--- src/verilog/dtisp_pkg.sv ---
package dtisp_pkg;

    localparam int MEM_AW = 15;
    localparam int REG_AW = 8;
    localparam int ID_MSB = 7;
    localparam int ID_LSB = 4;
    localparam int SEL_MSB = 2;
    localparam int SEL_LSB = 1;
    localparam int RW_BIT = 0;
    localparam int HI_MSB = 6;

    localparam logic [3:0] MEM_ID = 4'ha;
    localparam logic [3:0] REG_ID = 4'hd;
    localparam logic [7:0] REG_LAST = 8'h18;
    localparam logic [14:0] MEM_PTR_LAST = 15'h7fff;
    localparam logic [14:0] MEM_PTR_FIRST = 15'h0000;
    localparam logic [7:0] REG_PTR_FIRST = 8'h00;
    localparam logic [2:0] LAST_BIT = 3'h7;
    localparam logic [2:0] FIRST_BIT = 3'h0;
    localparam logic [2:0] ONE_BIT = 3'h1;
    localparam logic [14:0] MEM_STEP = 15'h0001;
    localparam logic [7:0] REG_STEP = 8'h01;
    localparam logic RELEASED = 1'b1;
    localparam logic PULLED = 1'b0;
    localparam logic [7:0] ZERO_BYTE = 8'h00;

    // pin vector order: supply trip, device select (2), scl, sda
    localparam int PIN_W = 5;
    localparam logic [4:0] PIN_RESET_LVL = 5'h03;
    localparam int PIN_SDA = 0;
    localparam int PIN_SCL = 1;
    localparam int PIN_SEL_LSB = 2;
    localparam int PIN_SEL_MSB = 3;
    localparam int PIN_TRIP = 4;

    typedef enum logic [2:0] {
        ST_IDLE = 3'b000,
        ST_ADDR = 3'b001,
        ST_RX = 3'b010,
        ST_ACK = 3'b011,
        ST_TX = 3'b100,
        ST_MACK = 3'b101
    } dtisp_state_t;

    typedef enum logic [1:0] {
        RX_MEM_HI = 2'b00,
        RX_MEM_LO = 2'b01,
        RX_REG_PTR = 2'b10,
        RX_DATA = 2'b11
    } dtisp_rx_kind_t;

    typedef enum logic {
        TGT_MEM = 1'b0,
        TGT_REG = 1'b1
    } dtisp_target_t;

    typedef struct packed {
        logic wr;
        logic rd;
        logic [MEM_AW-1:0] addr;
        logic [7:0] data;
    } dtisp_mem_req_t;

    typedef struct packed {
        logic wr;
        logic rd;
        logic [REG_AW-1:0] addr;
        logic [7:0] data;
    } dtisp_reg_req_t;

    typedef struct packed {
        logic ldMemHi;
        logic ldMemLo;
        logic ldReg;
        logic incMem;
        logic incReg;
        logic [7:0] value;
    } dtisp_ptr_cmd_t;

endpackage

--- src/verilog/dtisp_line_sync.sv ---
`timescale 1ns/100ps
`default_nettype none

module dtisp_line_sync #(
    parameter int W = 5,
    parameter logic [W-1:0] RESET_LVL = '0
) (
    input wire logic mclk,
    input wire logic reset,
    input wire logic [W-1:0] raw,
    output logic [W-1:0] lvl,
    output logic [W-1:0] rose,
    output logic [W-1:0] fell
);
    typedef struct packed {
        logic [W-1:0] ff1;
        logic [W-1:0] ff2;
        logic [W-1:0] ff3;
        logic [W-1:0] lvl;
    } dtisp_sync_state_t;

    dtisp_sync_state_t state_reg;
    dtisp_sync_state_t state_next;
    logic [W-1:0] agree;

    // a change counts only once the second and third stage agree
    assign agree = ~(state_reg.ff2 ^ state_reg.ff3);
    assign rose = agree & state_reg.ff3 & ~state_reg.lvl;
    assign fell = agree & ~state_reg.ff3 & state_reg.lvl;
    assign lvl = state_reg.lvl;

    always_comb begin
        state_next = state_reg;
        state_next.ff1 = raw;
        state_next.ff2 = state_reg.ff1;
        state_next.ff3 = state_reg.ff2;
        state_next.lvl = (agree & state_reg.ff3) | (~agree & state_reg.lvl);
    end

    always_ff @(posedge mclk) begin
        if (reset) begin
            state_reg <= {RESET_LVL, RESET_LVL, RESET_LVL, RESET_LVL};
        end else begin
            state_reg <= state_next;
        end
    end
endmodule

`default_nettype wire

--- src/verilog/dtisp_pointers.sv ---
`timescale 1ns/100ps
`default_nettype none

module dtisp_pointers
    import dtisp_pkg::*;
(
    input wire logic mclk,
    input wire logic reset,
    input wire dtisp_ptr_cmd_t cmd,
    output logic [MEM_AW-1:0] memPtr,
    output logic [REG_AW-1:0] regPtr
);
    typedef struct packed {
        logic [HI_MSB:0] memHi;
        logic [MEM_AW-1:0] memPtr;
        logic [REG_AW-1:0] regPtr;
    } dtisp_ptr_state_t;

    dtisp_ptr_state_t state_reg;
    dtisp_ptr_state_t state_next;

    assign memPtr = state_reg.memPtr;
    assign regPtr = state_reg.regPtr;

    // separate pointers: one target never moves the other
    always_comb begin
        state_next = state_reg;
        if (cmd.ldMemHi) begin
            state_next.memHi = cmd.value[HI_MSB:0];
        end
        if (cmd.ldMemLo) begin
            state_next.memPtr = {state_reg.memHi, cmd.value};
        end else if (cmd.incMem) begin
            // natural 15-bit rollover from the top location to zero
            state_next.memPtr = state_reg.memPtr + MEM_STEP;
        end
        if (cmd.ldReg) begin
            state_next.regPtr = cmd.value;
        end else if (cmd.incReg) begin
            state_next.regPtr = state_reg.regPtr + REG_STEP;
        end
    end

    always_ff @(posedge mclk) begin
        if (reset) begin
            state_reg <= '0;
        end else begin
            state_reg <= state_next;
        end
    end
endmodule

`default_nettype wire

--- src/verilog/dtisp_slave_port.sv ---
// What this block does
// detect start and stop conditions on the bus
// stop abandons any operation at once
// start aborts and awaits a new address
// sample on clock high, change on low
// ninth slot: transmitter releases, receiver pulls low
// no acknowledge ends the operation, readdressable
// keep sending bytes while master acknowledges
// master withholds acknowledge on last byte
// upper address nibble picks memory or registers
// register transactions never touch the memory
// address bits two and one match pins
// address bit zero: one reads, zero writes
// two address bytes load fifteen bit pointer
// reads start at a retained pointer value
// pointer increments after each byte, before acknowledge
// memory pointer wraps from top to zero
// no limit on bytes per transaction
// register pointer is one byte, 00h-18h (here auto-increment carries it past 18h, up to FFh)
// register address above 18h is refused
// writes: take eight bits, then acknowledge
// all bytes travel most significant bit first
// supply below trip voltage aborts any transaction
// memory and register pointers stay independent
// repeated start after address makes selective read
// filter both lines; drive data low only
`timescale 1ns/100ps
`default_nettype none

module dtisp_slave_port
    import dtisp_pkg::*;
(
    input wire logic mclk,
    input wire logic reset,
    input wire logic scl,
    input wire logic sdaIn,
    output logic sdaOut,
    output logic sdaOeN,
    input wire logic [1:0] devSelPins,
    input wire logic belowSupplyTripVoltage,
    output dtisp_mem_req_t memReq,
    input wire logic [7:0] memRdData,
    output dtisp_reg_req_t regReq,
    input wire logic [7:0] regRdData
);
    typedef struct packed {
        dtisp_state_t st;
        dtisp_rx_kind_t kind;
        dtisp_target_t tgt;
        logic readDir;
        logic [2:0] bitCnt;
        logic gotByte;
        logic mackOk;
        logic [7:0] shift;
        logic fetchReq;
        logic fetchCap;
        logic sdaOut;
        logic sdaOeN;
        dtisp_mem_req_t memReq;
        dtisp_reg_req_t regReq;
    } dtisp_port_state_t;

    dtisp_port_state_t state_reg;
    dtisp_port_state_t state_next;
    dtisp_ptr_cmd_t ptrCmd;
    logic [MEM_AW-1:0] memPtr;
    logic [REG_AW-1:0] regPtr;
    logic [PIN_W-1:0] pinLvl;
    logic [PIN_W-1:0] pinRose;
    logic [PIN_W-1:0] pinFell;
    logic sclLvl;
    logic sdaLvl;
    logic sclRise;
    logic sclFall;
    logic startDet;
    logic stopDet;
    logic tripLvl;
    logic [1:0] selLvl;
    logic [7:0] byteIn;
    logic idMem;
    logic idReg;
    logic addrHit;

    dtisp_line_sync #(
        .W(PIN_W),
        .RESET_LVL(PIN_RESET_LVL)
    ) u_sync (
        .mclk(mclk),
        .reset(reset),
        .raw({belowSupplyTripVoltage, devSelPins, scl, sdaIn}),
        .lvl(pinLvl),
        .rose(pinRose),
        .fell(pinFell)
    );

    dtisp_pointers u_ptrs (
        .mclk(mclk),
        .reset(reset),
        .cmd(ptrCmd),
        .memPtr(memPtr),
        .regPtr(regPtr)
    );

    assign sclLvl = pinLvl[PIN_SCL];
    assign sdaLvl = pinLvl[PIN_SDA];
    assign sclRise = pinRose[PIN_SCL];
    assign sclFall = pinFell[PIN_SCL];
    assign tripLvl = pinLvl[PIN_TRIP];
    assign selLvl = pinLvl[PIN_SEL_MSB:PIN_SEL_LSB];
    assign startDet = pinFell[PIN_SDA] && sclLvl;
    assign stopDet = pinRose[PIN_SDA] && sclLvl;

    // shift in msb first
    assign byteIn = {state_reg.shift[6:0], sdaLvl};
    assign idMem = state_reg.shift[ID_MSB:ID_LSB] == MEM_ID;
    assign idReg = state_reg.shift[ID_MSB:ID_LSB] == REG_ID;
    assign addrHit = (idMem || idReg)
        && state_reg.shift[SEL_MSB:SEL_LSB] == selLvl;

    assign sdaOut = state_reg.sdaOut;
    assign sdaOeN = state_reg.sdaOeN;
    assign memReq = state_reg.memReq;
    assign regReq = state_reg.regReq;

    always_comb begin
        state_next = state_reg;
        ptrCmd = '0;
        ptrCmd.value = state_reg.shift;
        state_next.sdaOut = PULLED;
        state_next.memReq.wr = 1'b0;
        state_next.memReq.rd = 1'b0;
        state_next.regReq.wr = 1'b0;
        state_next.regReq.rd = 1'b0;
        state_next.fetchReq = 1'b0;
        state_next.fetchCap = state_reg.memReq.rd || state_reg.regReq.rd;

        // read fetch: strobe one cycle, capture the cycle after
        if (state_reg.fetchReq) begin
            if (state_reg.tgt == TGT_MEM) begin
                state_next.memReq.rd = 1'b1;
                state_next.memReq.addr = memPtr;
            end else begin
                state_next.regReq.rd = 1'b1;
                state_next.regReq.addr = regPtr;
            end
        end
        if (state_reg.fetchCap) begin
            state_next.shift = (state_reg.tgt == TGT_MEM) ? memRdData : regRdData;
        end

        unique case (state_reg.st)
            ST_IDLE: begin
                state_next.sdaOeN = RELEASED;
            end
            ST_ADDR, ST_RX: begin
                if (sclRise) begin
                    state_next.shift = byteIn;
                    state_next.bitCnt = state_reg.bitCnt + ONE_BIT;
                    state_next.gotByte = state_reg.bitCnt == LAST_BIT;
                end else if (sclFall && state_reg.gotByte) begin
                    state_next.gotByte = 1'b0;
                    state_next.bitCnt = FIRST_BIT;
                    state_next.st = ST_ACK;
                    state_next.sdaOeN = PULLED;
                    if (state_reg.st == ST_ADDR) begin
                        if (addrHit) begin
                            state_next.tgt = idMem ? TGT_MEM : TGT_REG;
                            state_next.readDir = state_reg.shift[RW_BIT];
                            state_next.kind = idMem ? RX_MEM_HI : RX_REG_PTR;
                            // read starts from the retained pointer
                            state_next.fetchReq = state_reg.shift[RW_BIT];
                        end else begin
                            state_next.st = ST_IDLE;
                            state_next.sdaOeN = RELEASED;
                        end
                    end else begin
                        unique case (state_reg.kind)
                            RX_MEM_HI: begin
                                ptrCmd.ldMemHi = 1'b1;
                                state_next.kind = RX_MEM_LO;
                            end
                            RX_MEM_LO: begin
                                ptrCmd.ldMemLo = 1'b1;
                                state_next.kind = RX_DATA;
                            end
                            RX_REG_PTR: begin
                                if (state_reg.shift > REG_LAST) begin
                                    state_next.st = ST_IDLE;
                                    state_next.sdaOeN = RELEASED;
                                end else begin
                                    ptrCmd.ldReg = 1'b1;
                                    state_next.kind = RX_DATA;
                                end
                            end
                            RX_DATA: begin
                                // write lands after the eighth bit, then advance
                                if (state_reg.tgt == TGT_MEM) begin
                                    state_next.memReq.wr = 1'b1;
                                    state_next.memReq.addr = memPtr;
                                    state_next.memReq.data = state_reg.shift;
                                    ptrCmd.incMem = 1'b1;
                                end else begin
                                    state_next.regReq.wr = 1'b1;
                                    state_next.regReq.addr = regPtr;
                                    state_next.regReq.data = state_reg.shift;
                                    ptrCmd.incReg = 1'b1;
                                end
                            end
                        endcase
                    end
                end
            end
            ST_ACK: begin
                if (sclFall) begin
                    state_next.bitCnt = FIRST_BIT;
                    if (state_reg.readDir) begin
                        state_next.st = ST_TX;
                        state_next.sdaOeN = state_reg.shift[7];
                    end else begin
                        state_next.st = ST_RX;
                        state_next.sdaOeN = RELEASED;
                    end
                end
            end
            ST_TX: begin
                if (sclFall) begin
                    if (state_reg.bitCnt == LAST_BIT) begin
                        state_next.st = ST_MACK;
                        state_next.sdaOeN = RELEASED;
                        state_next.fetchReq = 1'b1;
                        ptrCmd.incMem = state_reg.tgt == TGT_MEM;
                        ptrCmd.incReg = state_reg.tgt == TGT_REG;
                    end else begin
                        state_next.shift = {state_reg.shift[6:0], 1'b0};
                        state_next.sdaOeN = state_reg.shift[6];
                        state_next.bitCnt = state_reg.bitCnt + ONE_BIT;
                    end
                end
            end
            ST_MACK: begin
                if (sclRise) begin
                    state_next.mackOk = !sdaLvl;
                    if (sdaLvl) begin
                        state_next.st = ST_IDLE;
                    end
                end else if (sclFall && state_reg.mackOk) begin
                    state_next.st = ST_TX;
                    state_next.bitCnt = FIRST_BIT;
                    state_next.sdaOeN = state_reg.shift[7];
                end
            end
            default: begin
                state_next.st = ST_IDLE;
                state_next.sdaOeN = RELEASED;
            end
        endcase

        // aborts: supply trip over start over stop
        if (tripLvl) begin
            state_next.st = ST_IDLE;
            state_next.sdaOeN = RELEASED;
        end else if (startDet) begin
            state_next.st = ST_ADDR;
            state_next.bitCnt = FIRST_BIT;
            state_next.gotByte = 1'b0;
            state_next.sdaOeN = RELEASED;
        end else if (stopDet) begin
            state_next.st = ST_IDLE;
            state_next.sdaOeN = RELEASED;
        end
    end

    always_ff @(posedge mclk) begin
        if (reset) begin
            state_reg <= '0;
            state_reg.st <= ST_IDLE;
            state_reg.sdaOeN <= RELEASED;
            state_reg.sdaOut <= PULLED;
        end else begin
            state_reg <= state_next;
        end
    end
endmodule

`default_nettype wire

--- config.mk ---
export PLATFORM = sky130hd
export DESIGN_NAME = dtisp_slave_port
export DESIGN_NICKNAME = d
export VERILOG_FILES = /design/src/verilog/dtisp_pkg.sv /design/src/verilog/dtisp_line_sync.sv /design/src/verilog/dtisp_pointers.sv /design/src/verilog/dtisp_slave_port.sv
export SDC_FILE = /design/constraint.sdc
export NUM_CORES = 1
export LEC_CHECK = 0
export CORE_MARGIN = 3
export CORE_UTILIZATION = 45
export CTS_CLUSTER_DIAMETER = 200
export DETAILED_ROUTE_END_ITERATION = 10
export DONT_BUFFER_PORTS = 1
export SYNTH_ARGS = -nofsm -noshare
export SYNTH_HDL_FRONTEND = slang
export SYNTH_SLANG_ARGS = --single-unit
--- constraint.sdc ---
create_clock -name mclk -period 2.5 [get_ports mclk]
set_clock_uncertainty 0.1 [all_clocks]
set_input_delay 0.5 -clock mclk [delete_from_list [all_inputs] [get_ports mclk]]
set_output_delay 0.5 -clock mclk [all_outputs]
set_load 0.1 [all_outputs]
==> flow_summary.ini <==
[pwr]
power.switching_w = 0.00103
combPwrFrac = 0.051
p_int_w = 0.00347
clkPwrFrac = 0.525
switching_share = 0.229
pwr-share-seq = 0.424
power_density_nw_per_um2 = 685
peakVddDrop_uv = 562
p_leak_nw = 2.71

[synth]
ys.flop_type = dfxtp_1
syn_nets = 690
synth_edf_count = 0
yosysWarnings = 0
synth_area_sq_um = 5860
netlist_instances = 654
yosys.area_share.adder = 0.0277
synth_compound_area_frac = 0.163
synth_async_sr_flop_share = 0
yosysMostFrequentCell = dfxtp_1
synth_top_family_by_area = simple AND/OR/NAND/NOR gates
synth.distinct_cells = 59
synthMuxAreaShare = 0.0888
synth-simple-area-share = 0.181
synth_common_cells = dfxtp_1 (116), nor2_1 (78), mux2i_1 (52), nand2_1 (47), buf_4 (46)
syn_area_per_cell_sq_um = 8.97
ys_seq_elements = 116
synth_xor_area_frac = 0.0371
ys_seq_area_frac = 0.396
synthTopCellsByArea = dfxtp_1 (40%), mux2i_1 (8.9%), buf_4 (5.9%)
yosys.area.top_type = dfxtp_1
synth_top_area_share = 0.396

[global_route]
grt_max_degree = 107
grt_first_pass_wirelength_mm = 21.1
gr-usage-all-layers = 0.182
grt_overflow = 0
antenna_found_initial = 0
grt_pass1_vias = 4279

[min_path]
hold_class = input pin to flop

[critical_path]
worstPathRequired_ns = 2.72
cp-start-kind = flop
cp_max_fo = 6
critPathKind = flop to flop
crit_arrival_ns = 2.45
endpoint_kind = flop

[route]
avgViaCountPerCell = 5.36
wl_per_cell_microns = 15.3
vias = 4431
antenna_left = 0
totalWireLength_mm = 12.7
drtIter0Drc = 330
firstDrtPassIters = 5
drc = 0

[floorplanning]
die_h_microns = 120
dieArea_sq_um = 14400
fp.dieW_microns = 120
io_pins = 68
start_util = 0.463
fp-row-count = 41
core_area_sq_um = 12700

[cts]
cts.root.buffer_cell = clkbuf_16
post_cts_buffers = 0
clock_latency_ns = 0.42
hold_buffers = 0
cts_tree = built
cts_buffer_depth = 2
clock_sinks = 116
cts_resized = 0
htree_num_levels = 4
clk_pin_slew_ns = 0.05
cts_buffers = 17

[timing]
hold_viol_final = 0
tns_ns = 0
max_freq_mhz = 449
rsz0062_at_grt = false
worst_slack_ns = 0.274
worst_pin_slew_ns = 0.682
maxSlewHeadroom = 0.543
final_max_slew_viol_count = 0
whs_ns = 0.0719
finalSetupViolCount = 0
fin_crit_sh = 0.890
min_period_ns = 2.23

[cells_and_area]
n_antenna_cell = 0
fill_cells = 1179
final_nets = 677
syn2layout_area_growth_pct = 12.1
drive_above_1_share = 0.183
largest_register_ffs = 25

[placement]
preCtsSetupSlack_ns = 0.184
dpl.hpwl_mm = 8.65
gp_congestion = 0.856
numPortBuffers = 0

[flow_run]
max_cap_violations = 0

[status]
status = finished, final reports clean
-- per-layer routing --
| metal | track usage | part of all wire | routed length, microns |
|---|---|---|---|
| met1 | 0.248 | 0.47 | 6010 |
| met2 | 0.276 | 0.46 | 5880 |
| met3 | 0.0504 | 0.046 | 581 |
| met4 | 0.0687 | 0.015 | 192 |
| met5 | 0 | 0 | 0 |
-- worst max-delay path, cell delays in order (launching register included) --
cell and delay [ns]:
dfxtp_1 0.32, inv_1 0.07, ha_1 0.27, nand3_1 0.17, or3_1 0.46, nor3_1 0.39, nor2_1 0.08, a311oi_1 0.26
-- worst paths after layout --
path | from | endpoint | slack (ns) | depth (start not counted)
setup reg to reg | u_sync.state_next[6] | state_reg[65] | 0.27 | 7
hold reg to reg | u_sync.state_next[11] | u_sync.state_next[6] | 0.31 | 1
hold / removal | reset | state_reg[55] | 0.07 | 1
setup / recovery | u_sync.state_next[6] | state_reg[65] | 0.27 | 7
-- cells by family after synthesis --
group,count (synthesis)
buffers and inverters,110
adders and majority gates,13
and+or+nand+nor,215
DFF,116
muxes,52
xor gates and xnor gates,24
AOI/OAI and AO/OA,123
other,1
-- stage by stage --
stage	util	cell area [sq um]	power [W]	instances
2_1_floorplan	-	5860	0.00214	654
3_3_place_gp	0.472	5990	0.00217	794
3_5_place_dp	0.472	5990	0.00217	794
4_1_cts	0.519	6570	0.00454	826
5_1_grt	0.519	6580	0.00465	826
6_report	0.519	6580	0.00450	826
-- area by class of cell --
cell class | instances | area, sq um | share of cell area
Multi-Input combinational cell | 428 | 2930 | 0.445
Sequential cell | 116 | 2320 | 0.353
Clock buffer | 19 | 453 | 0.0689
Timing Repair Buffer | 58 | 448 | 0.0681
Tap cell | 172 | 215 | 0.0327
Clock inverter | 13 | 134 | 0.0204
Inverter | 20 | 75.1 | 0.0114
-- placed cells by master (no fill, tap or decap), drive strengths merged, types with 3 or more instances in the layout --
cell | synthesis | routed
nand4 | 7 | 7
a31oi | 4 | 4
nor2 | 78 | 78
a21oi | 29 | 29
and2 | 3 | 3
dfxtp | 116 | 116
clkbuf | 31 | 19
and3 | 6 | 6
ha | 13 | 13
or2 | 5 | 5
and4 | 4 | 4
clkinvlp | 0 | 3
nand2b | 6 | 6
o211ai | 11 | 11
a211oi | 30 | 30
nand3 | 21 | 21
nor2b | 13 | 13
o21ai | 12 | 12
mux2i | 52 | 52
or3 | 4 | 4
nand2 | 47 | 47
a2111oi | 12 | 12
nor3b | 5 | 5
clkinv | 0 | 8
o31ai | 3 | 3
inv | 20 | 20
buf | 59 | 58
xnor2 | 23 | 23
nor3 | 10 | 10
-- power groups by stage --
stage,clock network (W),registers [W],logic (W)
finish,0.00236,0.00191,0.000227
global route,0.00249,0.00191,0.000250
CTS,0.00241,0.00191,0.000227
detailed placement,0,0.00195,0.000226
global placement,0,0.00194,0.000226
floorplan,0,0.00194,0.000206
Note: power is estimated with default switching activity, not from simulation.
